[config.mk]
export PLATFORM = sky130hd
export DESIGN_NAME = txs_flags
export DESIGN_NICKNAME = d
export VERILOG_FILES = /design/src/txs_pkg.sv /design/src/txs_flags.sv
export SDC_FILE = /design/constraint.sdc
export NUM_CORES = 1
export LEC_CHECK = 0
export BUFFER_PORTS_ARGS = -buffer_cell sky130_fd_sc_hd__buf_2
export CAP_MARGIN = 20
export CORE_ASPECT_RATIO = 1.25
export CORE_MARGIN = 5
export CORE_UTILIZATION = 55
export CTS_CLUSTER_DIAMETER = 40
export DETAILED_ROUTE_END_ITERATION = 16
export GPL_TIMING_DRIVEN = 0
export HOLD_SLACK_MARGIN = 0.1
export PLACE_DENSITY = 0.85
export RECOVER_POWER = 50
export REMOVE_ABC_BUFFERS = 1
export SYNTH_ARGS = -nofsm -noshare
export SYNTH_HDL_FRONTEND = slang
export SYNTH_SLANG_ARGS = --single-unit
[constraint.sdc]
create_clock -name clk -period 4.5 [get_ports clk]
set_input_delay 0.9 -clock clk [delete_from_list [all_inputs] [get_ports clk]]
set_output_delay 0.9 -clock clk [all_outputs]
set_load 0.05 [all_outputs]
[src/txs_pkg.sv]
// Purpose : constants for the transmit status flag block
// Assumes : 20 MHz clock, APB with 32-bit data
// Notes   : transmit_control sits at word index 3
package txs_pkg;
  // ==========================================================
  // register map
  localparam logic [5:0] TCR_IDX   = 6'h03;
  localparam logic [7:0] TCR_ADDR  = {TCR_IDX, 2'b00};
  localparam logic [7:0] IST_ADDR  = 8'h10;
  localparam logic [7:0] IMK_ADDR  = 8'h14;
  // ==========================================================
  // transmit_control fields
  localparam int         B_CFG_LO  = 12;
  localparam int         B_ORIGIN  = 14;
  localparam int         B_EXD     = 10;
  localparam int         B_DEF     = 9;
  localparam int         B_CARRIER_NEVER_SEEN    = 8;
  localparam int         B_CARRIER_DROPPED    = 7;
  localparam int         B_EXC     = 6;
  localparam int         B_OWC     = 5;
  localparam int         B_BCM     = 1;
  localparam logic [15:0] TCR_RST  = 16'h0102;
  localparam logic [15:0] CFG_MASK = 16'hF000;
  // ==========================================================
  // interrupt status bits
  localparam int         I_DONE    = 0;
  localparam int         I_EXC     = 1;
  localparam int         I_OWC     = 2;
  localparam int         I_CARRIER_DROPPED    = 3;
  localparam int         IRQ_W     = 4;
  // ==========================================================
  // timing
  localparam int         CLK_MHZ   = 20;
  localparam int         LATE_NS   = 51200;
  localparam int         LATE_CYC  = (LATE_NS * CLK_MHZ + 999) / 1000;
  localparam int         CNT_W     = 5;
  localparam int         WIN_W     = 11;
  localparam logic [CNT_W-1:0] MAX_COLL = 5'h10;
endpackage

[src/txs_flags.sv]
// Purpose : transmit status flags of an ethernet mac, with apb access
// Assumes : transmitter sequencing strobes come from logic on clk
// Notes   : carrier and collision pins are synchronised here
// ==========================================================
`timescale 1ns/1ps
module txs_flags
  import txs_pkg::*;
(
  input  wire logic        clk,
  input  wire logic        sys_rst,
  input  wire logic        clk_en,
  input  wire logic        psel,
  input  wire logic        penable,
  input  wire logic        pwrite,
  input  wire logic [7:0]  paddr,
  input  wire logic [31:0] pwdata,
  output logic      [31:0] prdata,
  output logic             pready,
  output logic             pslverr,
  input  wire logic        crs_pin,
  input  wire logic        col_pin,
  input  wire logic        tx_start,
  input  wire logic        tx_defer,
  input  wire logic        tx_preamble,
  input  wire logic        tx_sfd,
  input  wire logic        tx_last,
  input  wire logic        loopback,
  input  wire logic        status_ack,
  output logic             tx_backoff,
  output logic             tx_abort,
  output logic      [15:0] stat_word,
  output logic             stat_valid,
  output logic             irq
);
  // ==========================================================
  // state
  logic [15:0]       tcr_r, tcr_nxt;
  logic [IRQ_W-1:0]  ist_r, ist_nxt, imk_r;
  logic [CNT_W-1:0]  coll_cnt_r;
  logic [WIN_W-1:0]  win_cnt_r;
  logic              win_run_r, mon_r, att_r, end_q_r;
  logic              crs_s1_r, crs_s2_r, col_s1_r, col_s2_r, col_prev_r;
  logic [31:0]       prdata_r;
  logic              pready_r, pslverr_r;
  logic              tx_backoff_r, tx_abort_r, stat_valid_r, irq_r;
  logic [15:0]       stat_word_r;

  // ==========================================================
  // decode
  wire        acc_go   = psel & penable & pready_r;
  wire        wr_go    = acc_go & pwrite;
  wire        hit_tcr  = (paddr == TCR_ADDR);
  wire        hit_ist  = (paddr == IST_ADDR);
  wire        hit_imk  = (paddr == IMK_ADDR);
  wire        mapped   = hit_tcr | hit_ist | hit_imk;
  wire        origin   = tcr_r[B_ORIGIN];
  wire        col_hit  = att_r & col_s2_r & ~col_prev_r;
  wire        win_late = win_run_r & (win_cnt_r >= WIN_W'(LATE_CYC));
  wire        first_at = (coll_cnt_r == '0);
  wire        exc_hit  = col_hit & (coll_cnt_r == MAX_COLL - 5'h01);
  wire        win_go   = origin ? tx_preamble : tx_sfd;
  wire        tx_end   = tx_last | exc_hit;
  wire [31:0] rd_mux   = hit_tcr ? {16'h0000, tcr_r} :
                         hit_ist ? {28'h000_0000, ist_r} :
                         hit_imk ? {28'h000_0000, imk_r} : 32'h0000_0000;

  // ==========================================================
  // transmit_control next value; clears first so sets win, except carrier seen, which clears never-seen after the start and preamble sets
  always_comb begin
    tcr_nxt = tcr_r;
    if (tx_start) begin
      tcr_nxt[B_EXD]  = 1'b0;
      tcr_nxt[B_CARRIER_DROPPED] = 1'b0;
      tcr_nxt[B_EXC]  = 1'b0;
      tcr_nxt[B_BCM]  = 1'b0;
      tcr_nxt[B_CARRIER_NEVER_SEEN] = 1'b1;
    end
    if (status_ack) begin
      tcr_nxt[B_DEF] = 1'b0;
      tcr_nxt[B_OWC] = 1'b0;
    end
    if (col_hit && !first_at)
      tcr_nxt[B_DEF] = 1'b0;
    if (tx_defer && first_at && !att_r)
      tcr_nxt[B_DEF] = 1'b1;
    if (tx_preamble)
      tcr_nxt[B_CARRIER_NEVER_SEEN] = 1'b1;
    // carrier only watched between delimiter and last byte
    if (mon_r && crs_s2_r)
      tcr_nxt[B_CARRIER_NEVER_SEEN] = 1'b0;
    if (mon_r && !crs_s2_r)
      tcr_nxt[B_CARRIER_DROPPED] = 1'b1;
    if (col_hit && win_late)
      tcr_nxt[B_OWC] = 1'b1;
    if (exc_hit)
      tcr_nxt[B_EXC] = 1'b1;
    // loopback never sees its own carrier, report it as such
    if (tx_last && loopback) begin
      tcr_nxt[B_CARRIER_NEVER_SEEN] = 1'b1;
      tcr_nxt[B_CARRIER_DROPPED] = 1'b1;
    end
    if (wr_go && hit_tcr)
      tcr_nxt = (tcr_nxt & ~CFG_MASK) | (pwdata[15:0] & CFG_MASK);
  end

  // ==========================================================
  // interrupt status, write one to clear, events win
  always_comb begin
    ist_nxt = ist_r;
    if (wr_go && hit_ist)
      ist_nxt = ist_r & ~pwdata[IRQ_W-1:0];
    if (end_q_r) begin
      ist_nxt[I_DONE] = 1'b1;
      if (tcr_r[B_CARRIER_DROPPED])
        ist_nxt[I_CARRIER_DROPPED] = 1'b1;
    end
    if (exc_hit)
      ist_nxt[I_EXC] = 1'b1;
    if (col_hit && win_late)
      ist_nxt[I_OWC] = 1'b1;
  end

  // ==========================================================
  // pin synchronisers
  always_ff @(posedge clk) begin
    if (sys_rst) begin
      crs_s1_r   <= 1'b0;
      crs_s2_r   <= 1'b0;
      col_s1_r   <= 1'b0;
      col_s2_r   <= 1'b0;
      col_prev_r <= 1'b0;
    end else if (clk_en) begin
      crs_s1_r   <= crs_pin;
      crs_s2_r   <= crs_s1_r;
      col_s1_r   <= col_pin;
      col_s2_r   <= col_s1_r;
      col_prev_r <= col_s2_r;
    end
  end

  // ==========================================================
  // flags and registers
  always_ff @(posedge clk) begin
    if (sys_rst) begin
      tcr_r <= TCR_RST;
      ist_r <= '0;
      imk_r <= '0;
    end else if (clk_en) begin
      tcr_r <= tcr_nxt;
      ist_r <= ist_nxt;
      if (wr_go && hit_imk)
        imk_r <= pwdata[IRQ_W-1:0];
    end
  end

  // ==========================================================
  // attempt sequencing
  always_ff @(posedge clk) begin
    if (sys_rst) begin
      coll_cnt_r <= '0;
      att_r      <= 1'b0;
      mon_r      <= 1'b0;
      win_run_r  <= 1'b0;
      win_cnt_r  <= '0;
    end else if (clk_en) begin
      if (tx_start)
        coll_cnt_r <= '0;
      else if (col_hit)
        coll_cnt_r <= coll_cnt_r + 5'h01;
      if (col_hit || tx_last)
        att_r <= 1'b0;
      else if (tx_preamble)
        att_r <= 1'b1;
      if (col_hit || tx_last)
        mon_r <= 1'b0;
      else if (tx_sfd)
        mon_r <= 1'b1;
      if (col_hit || tx_last)
        win_run_r <= 1'b0;
      else if (win_go)
        win_run_r <= 1'b1;
      // saturate so a long frame never wraps back into the window
      if (win_go && !win_run_r)
        win_cnt_r <= '0;
      else if (win_run_r && !win_late)
        win_cnt_r <= win_cnt_r + 11'h001;
    end
  end

  // ==========================================================
  // outputs to the transmitter and descriptor writer
  always_ff @(posedge clk) begin
    if (sys_rst) begin
      tx_backoff_r <= 1'b0;
      tx_abort_r   <= 1'b0;
      end_q_r      <= 1'b0;
      stat_valid_r <= 1'b0;
      stat_word_r  <= '0;
      irq_r        <= 1'b0;
    end else if (clk_en) begin
      tx_backoff_r <= col_hit & ~exc_hit;
      tx_abort_r   <= exc_hit;
      end_q_r      <= tx_end;
      stat_valid_r <= end_q_r;
      if (end_q_r)
        stat_word_r <= {coll_cnt_r, tcr_r[10:0]};
      irq_r <= |(ist_nxt & imk_r);
    end
  end

  // ==========================================================
  // apb slave, one wait state per access
  always_ff @(posedge clk) begin
    if (sys_rst) begin
      pready_r  <= 1'b0;
      pslverr_r <= 1'b0;
      prdata_r  <= '0;
    end else if (clk_en) begin
      pready_r  <= psel & penable & ~pready_r;
      pslverr_r <= psel & penable & ~pready_r & ~mapped;
      if (psel && penable && !pready_r)
        prdata_r <= rd_mux;
    end
  end

  assign prdata     = prdata_r;
  assign pready     = pready_r;
  assign pslverr    = pslverr_r;
  assign tx_backoff = tx_backoff_r;
  assign tx_abort   = tx_abort_r;
  assign stat_word  = stat_word_r;
  assign stat_valid = stat_valid_r;
  assign irq        = irq_r;
endmodule // txs_flags

---- After elaboration in Yosys (flattened, before gate mapping) ----
Index checks and enable logic that the tools add are counted.
operators by class
  magnitude comparators ................... 1
  multiplexer cells ....................... 34
  reductions and logical operators ........ 37
  shift operators ......................... 0
  eq/ne operators ......................... 4
  divide/modulo/power cells ............... 0
  multipliers ............................. 0
  add/sub/neg operators ................... 2
  bitwise gates (word level) .............. 21
operators with widths
  kind                                                                   count
  11-bit two-way mux                                                     3
  1-bit two-way mux                                                      23
  2-bit AND reduction                                                    9
  8-bit by 5-bit equality test with 1-bit output, second input constant  2
  16-bit two-way mux                                                     1
  12-bit by 16-bit bitwise OR with 16-bit output                         1
  1-bit logical AND                                                      14
  4-bit two-way mux                                                      3
  11-bit by 1-bit adder with 11-bit output, second input constant        1
  11-bit greater-or-equal comparator, second input constant              1
  1-bit bitwise AND                                                      10
  5-bit two-way mux                                                      2
  2-bit nonzero test                                                     5
  4-bit bitwise AND                                                      2
  8-bit by 4-bit equality test with 1-bit output, second input constant  1
  1-bit logical NOT                                                      6
  5-bit by 1-bit adder with 5-bit output, second input constant          1
  5-bit by 4-bit equality test with 1-bit output, second input constant  1
  5-bit logical NOT                                                      1
  1-bit NOT                                                              4
  4-bit NOT                                                              1
  4-bit OR reduction                                                     1
  3-bit two-way mux                                                      1
  1-bit bitwise OR                                                       3
  other kinds (2)                                                        2
storage, ports and cells
  bits in read-only memories .............. 0
  memories ................................ 0
  output and inout bits ................... 54
  bits of input ports ..................... 55
  bits in latches ......................... 0
  word-level logic and storage cells ...... 122
  register bits ........................... 103
  memory bits (writable) .................. 0

---- Logic depth before layout (Yosys ltp) ----
Gate-level depths: netlist (run 1).
  word-level depth ........................ 9
  mapped depth ............................ 6

---- Least setup slack after synthesis (run 1) ----
OpenSTA, ideal clock, no wires.
  kind .................................... input -> register
  from .................................... in paddr[5]
  to ...................................... reg prdata_r[1], in the netlist prdata[1]
  data required time ...................... 4376 ps
  library setup time ...................... 124 ps
  path slack .............................. 2186 ps
  arrival time ............................ 2190 ps
  cell stages on the path ................. 5
  path buffers ............................ 1
  path through ............................ or4b_1 > buf_6 > or3_4 > o31ai_1 > a21oi_1
between the ends
  cells in the longest elaborated chain, start to end .. 4
  elaborated cells on any way between the ends .. 6
  classes of those cells .................. eq/ne: 3; mux: 3
RTL lines
  item                                            line              text
  start: declaration                              txs_flags.sv:15   input wire logic [7:0] paddr,
  8-bit by 5-bit equality test with 1-bit output  txs_flags.sv:54   wire hit_imk = (paddr == IMK_ADDR);
  4-bit two-way mux                               txs_flags.sv:65   hit_imk ? {28'h000_0000, imk_r} : 32'h0000_0000;
  4-bit two-way mux                               txs_flags.sv:64   hit_ist ? {28'h000_0000, ist_r} :
  16-bit two-way mux (*)                          txs_flags.sv:63   wire [31:0] rd_mux = hit_tcr ? {16'h0000, tcr_r} :
  end signal: assignment                          txs_flags.sv:222  prdata_r <= rd_mux;
  end: declaration                                txs_flags.sv:43   logic [31:0] prdata_r;
Every way passes the cells marked *; elsewhere a longest branch is shown, timed or not.
A chain may end at the register's enable or synchronous reset.

---- Worst setup path after layout (run 1) ----
  from .................................... in clk_en
  to ...................................... reg prdata_r[8], in the netlist prdata[8]
between the ends
  cells in the longest elaborated chain, start to end .. 1
RTL lines
  item                           line             text
  start: declaration             txs_flags.sv:11  input wire logic clk_en,
  2-bit AND reduction (no line)  n/a
Every way passes these cells.

==> flow_summary.ini, run 1 <==
[final_layout]
fin_nets = 524
drive_above_1_share_pct = 12.3
mostFrequentLayoutCells = dfxtp_1, a21oi_1, nand2_1
area.growth.synth_to_final_pct = 13.1
fill_cells = 562
layout_commonest_cell = dfxtp_1
antenna_cells = 0
layout.cells.non_filler = 555
design_area_um2 = 3880

[logic_synthesis]
synth-async-reset-ratio_pct = 0
synth-edff-count = 0
netlist.area_leader.share_pct = 44.4
seq_area_frac_synth_pct = 44.4
synth-seq-cells = 76
yosys.area.top_type = dfxtp_1
syn_inst = 412
netlist_area_um2 = 3430
ys_warn_count = 0
ys_top_cells_by_area = dfxtp_1, a21oi_1, buf_4
synth_cell_type_count = 55
avgSynthCellArea_um2 = 8.32
ys.flop_type = dfxtp_1

[power_and_ir_drop]
p_clk_share_pct = 41.6
intPower_mw = 1.03
power.density_nw_per_um2 = 363
leakage_nw = 1.42
swShare_pct = 27.2
p_seq_share_pct = 49.1
p_sw_mw = 0.383
vdd_ir_drop_max_mv = 0.267
p_comb_share_pct = 9.3

[clock_network]
holdBufCountCts = 0
cts-root-buf = clkbuf_8
clock_latency_ns = 0.36
post_cts_buffers = 0
cts_buffer_depth = 2
cts.clk_slew.worst_paths_ns = 0.09
cts_tree = built
cts_buffers = 9
clock_sinks = 76
ctsResizeCount = 0
h-tree-depth = 3

[route]
wl_met3_um = 556
wl_met2_um = 4230
routed_wl_um = 8340
top_layer_used = met4
drt-met1-wl_um = 3410
routedWlPerCell_um = 15.0
vias = 3096
first_pass_iters = 6
ant_nets = 0
first_iter_violations = 236
viasPerCell = 5.58
drc = 0

[timing]
fin_skew_ns = 0.0110
slew_violations = 0
setup-violations-final = 0
slew_headroom_pct = 42.6
timing.hold.ws_ns = 0.459
finalCriticalPeriod_ns = 3.00
period_share_pct = 66.6
timing.setup.tns_ns = 0
layout_setup_ws_ns = 1.50
final-hold-violation-count = 0
worst_slew_pin_slew_ns = 0.857
max_freq_ghz = 0.334
rsz0062_at_grt = no

[critical_path]
reg2reg_from = pready
worstReg2RegEnd = prdata[8]
cp_num_cells = 5
crit_arrival_ns = 3.29
critical_path_class = in -> reg
endpoint_kind = register
critPathMaxStageDelay_ns = 0.84
critical_path_required_ns = 4.79
crit_family = simple AND/OR/NAND/NOR gates
path_max_fanout = 34
reg2reg_slack_ns = 2.25
crit_buf_inv = 1
crit_chain = buf_2 > nand4b_1 > nor4_4 > a22oi_1 > nor2_1
startpoint_type = input port
rr_worst_depth = 4
cp_slowest_cell = nor4_4

[global_route]
gr-total-overflow = 0
grt_max_degree = 68
grt_pass1_vias = 2952
grt_usage_pct = 21.4
grt_pass1_wl_um = 13400
antenna_found_initial = 0

[floorplanning]
io_pins = 109
core_um2 = 6130
std_cell_rows = 32
die_h_um = 98.3
initial_utilization_pct = 56.0
die_w_um = 80.6
dieArea_um2 = 7920

[placement]
dpl.hpwl_um = 5680
dp_slack_ns = 1.06
gp_congestion = 0.836
io_buffer_count = 62
placed_area_um2 = 3680
placedCellCount = 538

[flow_run]
cap_violations = 0

[min_path]
hp-class = reg -> reg
worstHoldStart = stat_word[10]
worstHoldPathCells = 2
whs_endpoint = stat_word[10]

[status]
status = complete, no violations
-- sequential cells by signal (all words and copies together), names as in the netlist, 4 cells and up --
name        flops
coll_cnt_r      5
imk_r           4
ist_r           4
prdata         14
stat_word      12
tcr_r          11
win_cnt_r      11
-- per-layer routing --
metal  vias to the layer above  GRT usage [%]
met4                         0           9.49
met3                        16           3.41
met5                         -              0
li1                       1522              -
met2                       109           36.5
met1                      1449           26.1
-- worst max path at each step --
stage           endpoint  slack, ns      from
2_1_floorplan  prdata[1]       2.12  paddr[5]
3_3_place_gp   prdata[5]       1.20    clk_en
3_5_place_dp   prdata[8]       1.06    clk_en
4_1_cts        prdata[8]       1.45    clk_en
5_1_grt        prdata[6]       1.25    clk_en
6_report       prdata[8]       1.50    clk_en
-- cell families after synthesis --
logic type / share of synthesized area, %
compound gates: 20.3
xor+xnor: 0.767
fa+ha+maj: 1.46
buf+inv: 8.98
flops: 44.4
mux: 1.79
other cells: 0.109
simple gates: 22.2
-- worst register-to-register path, cell delays in order (launching register included) --
cell and delay (ns):
dfxtp_1 0.34, nand4b_1 0.75, nor4_4 0.84, a22oi_1 0.15, nor2_1 0.12
-- power by group through the flow --
stage          combinational, mW  clock [mW]  sequential [mW]
3_5_place_dp               0.128           0            0.707
3_3_place_gp               0.126           0            0.707
2_1_floorplan             0.0757           0            0.715
6_report                   0.131       0.586            0.692
4_1_cts                    0.129       0.591            0.691
5_1_grt                    0.141       0.617            0.693
-- stage by stage --
| stage | power (mW) | util (%) |
|---|---|---|
| 6_report | 1.41 | 63.3 |
| 5_1_grt | 1.45 | 63.3 |
| 4_1_cts | 1.41 | 63.6 |
| 3_5_place_dp | 0.835 | 60.0 |
| 2_1_floorplan | 0.791 | - |
| 3_3_place_gp | 0.833 | 60.0 |
-- area by class of cell --
| class | instances | area [um2] | share of cell area (%) |
|---|---|---|---|
| flip-flops and latches | 76 | 1520 | 39.2 |
| clock buffers | 9 | 124 | 3.19 |
| inverters | 16 | 60.1 | 1.55 |
| clock inverters | 7 | 97.6 | 2.52 |
| repair buffers | 63 | 290 | 7.49 |
| well taps | 85 | 106 | 2.74 |
| multi-input cells | 299 | 1680 | 43.3 |
-- Yosys cell counts, types with 4 or more instances --
master    number
a21oi_1       57
a22oi_1       12
a31oi_1        4
and3_1         5
buf_4         22
clkbuf_1      16
dfxtp_1       76
ha_1           4
inv_1         16
mux2i_1        5
nand2_1       41
nand2b_1       5
nand3_1       13
nand4_1        6
nor2_1        34
nor3_1         5
nor4_1         4
o21ai_0       27
or3_1          7
Note: power is estimated with default switching activity, not from simulation.
==> run 2: changes to the inputs <==
--- a/config.mk
+++ b/config.mk
@@ -5,16 +5,17 @@
 export SDC_FILE = /design/constraint.sdc
 export NUM_CORES = 1
 export LEC_CHECK = 0
+export ABC_AREA = 1
 export BUFFER_PORTS_ARGS = -buffer_cell sky130_fd_sc_hd__buf_2
 export CAP_MARGIN = 20
 export CORE_ASPECT_RATIO = 1.25
 export CORE_MARGIN = 5
-export CORE_UTILIZATION = 55
+export CORE_UTILIZATION = 51
 export CTS_CLUSTER_DIAMETER = 40
 export DETAILED_ROUTE_END_ITERATION = 16
 export GPL_TIMING_DRIVEN = 0
 export HOLD_SLACK_MARGIN = 0.1
-export PLACE_DENSITY = 0.85
+export PLACE_DENSITY = 0.8
 export RECOVER_POWER = 50
 export REMOVE_ABC_BUFFERS = 1
 export SYNTH_ARGS = -nofsm -noshare
==> constraint.sdc (replaced) <==
create_clock -name clk -period 2.9 [get_ports clk]
set_input_delay 0.58 -clock clk [delete_from_list [all_inputs] [get_ports clk]]
set_output_delay 0.58 -clock clk [all_outputs]
set_load 0.05 [all_outputs]
==> run 2 against run 1 <==
Via count rose by 3.6%. Total power up 61%. Synthesized area rose by 2.9%. Critical path depth rose by 3. Setup slack got worse by 1.0 ns. Largest power group unchanged.
==> flow_summary.ini, run 2 <==
[logic_synthesis]
synth-seq-cells = 76
synth_cell_type_count = 35
synth-async-reset-ratio_pct = 0
seq_area_frac_synth_pct = 43.1
ys_top_cells_by_area = dfxtp_1, nand2_1, a21oi_1
synth_common_cells = nand2_1, dfxtp_1, inv_1, nor2_1, a21oi_1
ys_warn_count = 0
netlist.area_leader.share_pct = 43.1
yosysMostFrequentCell = nand2_1
syn_inst = 483
synth-edff-count = 0
ys.flop_type = dfxtp_1
yosys.area.top_type = dfxtp_1
netlist_area_um2 = 3530
avgSynthCellArea_um2 = 7.31

[flow_run]
cap_violations = 0

[route]
vias = 3207
drc = 0
drt-met1-wl_um = 3250
first_pass_iters = 4
first_iter_violations = 199
top_layer_used = met5
routedWlPerCell_um = 12.7
wl_met3_um = 553
wl_met2_um = 4030
ant_nets = 0
viasPerCell = 5.06
routed_wl_um = 8030

[timing]
finalCriticalPeriod_ns = 2.41
final-hold-violation-count = 0
worst_slew_pin_slew_ns = 0.867
setup-violations-final = 0
slew_violations = 0
slew_headroom_pct = 42.1
timing.setup.tns_ns = 0
max_freq_ghz = 0.415
rsz0062_at_grt = no
fin_skew_ns = 0.00984
period_share_pct = 83.1

[critical_path]
critical_path_class = in -> reg
critical_path_required_ns = 3.15
startpoint_type = input port
reg2reg_from = pready
endpoint_kind = register
crit_path_start = clk_en
path_max_fanout = 23
crit_arrival_ns = 2.66

[clock_network]
cts_buffers = 9
h-tree-depth = 3
holdBufCountCts = 0
cts.clk_slew.worst_paths_ns = 0.08
post_cts_buffers = 0
clock_sinks = 76
cts_tree = built
ctsResizeCount = 0
cts_buffer_depth = 2
clock_latency_ns = 0.35
cts-root-buf = clkbuf_8

[global_route]
grt_usage_pct = 18.5
grt_pass1_vias = 2942
grt_pass1_wl_um = 12900
gr-total-overflow = 0
antenna_found_initial = 1
grt_max_degree = 36

[final_layout]
largest_register_ffs = 14
fill_cells = 655
antenna_cells = 0
design_area_um2 = 3980
area.growth.synth_to_final_pct = 12.8
regArea_um2 = 1520
multi_input_area_um2 = 1620
layout.cells.non_filler = 634
drive_above_1_share_pct = 14.5
mostFrequentLayoutCells = nand2_1, dfxtp_1, nor2_1
layout_commonest_cell = nand2_1
fin_nets = 599

[power_and_ir_drop]
leakage_nw = 1.61
total_power_mw = 2.27
power.density_nw_per_um2 = 571
vdd_ir_drop_max_mv = 0.232

[floorplanning]
dieArea_um2 = 8690
io_pins = 109
die_h_um = 103
die_w_um = 84.4
core_um2 = 6850
initial_utilization_pct = 51.5
std_cell_rows = 34

[placement]
placedCellCount = 619
placed_area_um2 = 3800
dpl.hpwl_um = 5790
io_buffer_count = 62
gp_congestion = 0.857

[status]
status = complete, no violations

[min_path]
worstHoldStart = crs_pin
hp-class = in -> reg
-- run 2: layout make-up --
class                      instances  share of cell area (%)
clock inverter                     6                    2.86
tap                               90                    2.83
inverter                          58                    5.50
clock buffer                       9                    3.11
sequential                        76                    38.2
timing repair buffer              62                    6.79
multi-input combinational        333                    40.7
-- run 2: worst paths after layout --
kind / end / slack (ns) / cells past startpoint
max: prdata[1] / 0.49 / 8
min: crs_s1_r / 0.46 / 3
max reg2reg: prdata[1] / 0.98 / 6
min reg2reg: prdata[13] / 0.46 / 2
-- run 2: layer usage --
metal	vias up	track usage (%)
met5	-	0
met4	2	7.80
met3	21	6.39
met2	86	33.7
met1	1473	19.5
li1	1625	-
-- run 2: per-stage QoR --
stage,utilization [%],setup slack (ns),hold slack (ns)
3_3_place_gp,55.4,0.0952,0.447
4_1_cts,58.9,0.464,0.453
3_5_place_dp,55.4,0.0947,0.454
2_1_floorplan,-,1.00,0.433
6_report,58.1,0.491,0.461
5_1_grt,58.1,0.323,0.467
-- run 2: cells by family after synthesis --
kind of cell	Yosys count	synth area share [%]
simple gates	200	25.6
compound gates	106	16.7
buf+inv	95	12.9
flops	76	43.1
fa+ha+maj	4	1.42
xor+xnor	1	0.248
other cells	1	0.106
-- run 2: report_power, final --
group          leakage [nW]  internal, mW  switching, mW  total [mW]
Combinational         0.879        0.0483          0.190       0.238
Sequential            0.617          1.07         0.0161        1.08
Clock                 0.112         0.568          0.383       0.951
Total                  1.61          1.68          0.589        2.27
-- run 2: critical path, cell delays in order --
cell	delay, ns
buf_2	0.30
inv_2	0.28
nor3_4	0.36
inv_2	0.21
nor2_2	0.64
a21oi_1	0.12
o21ai_0	0.10
inv_1	0.05
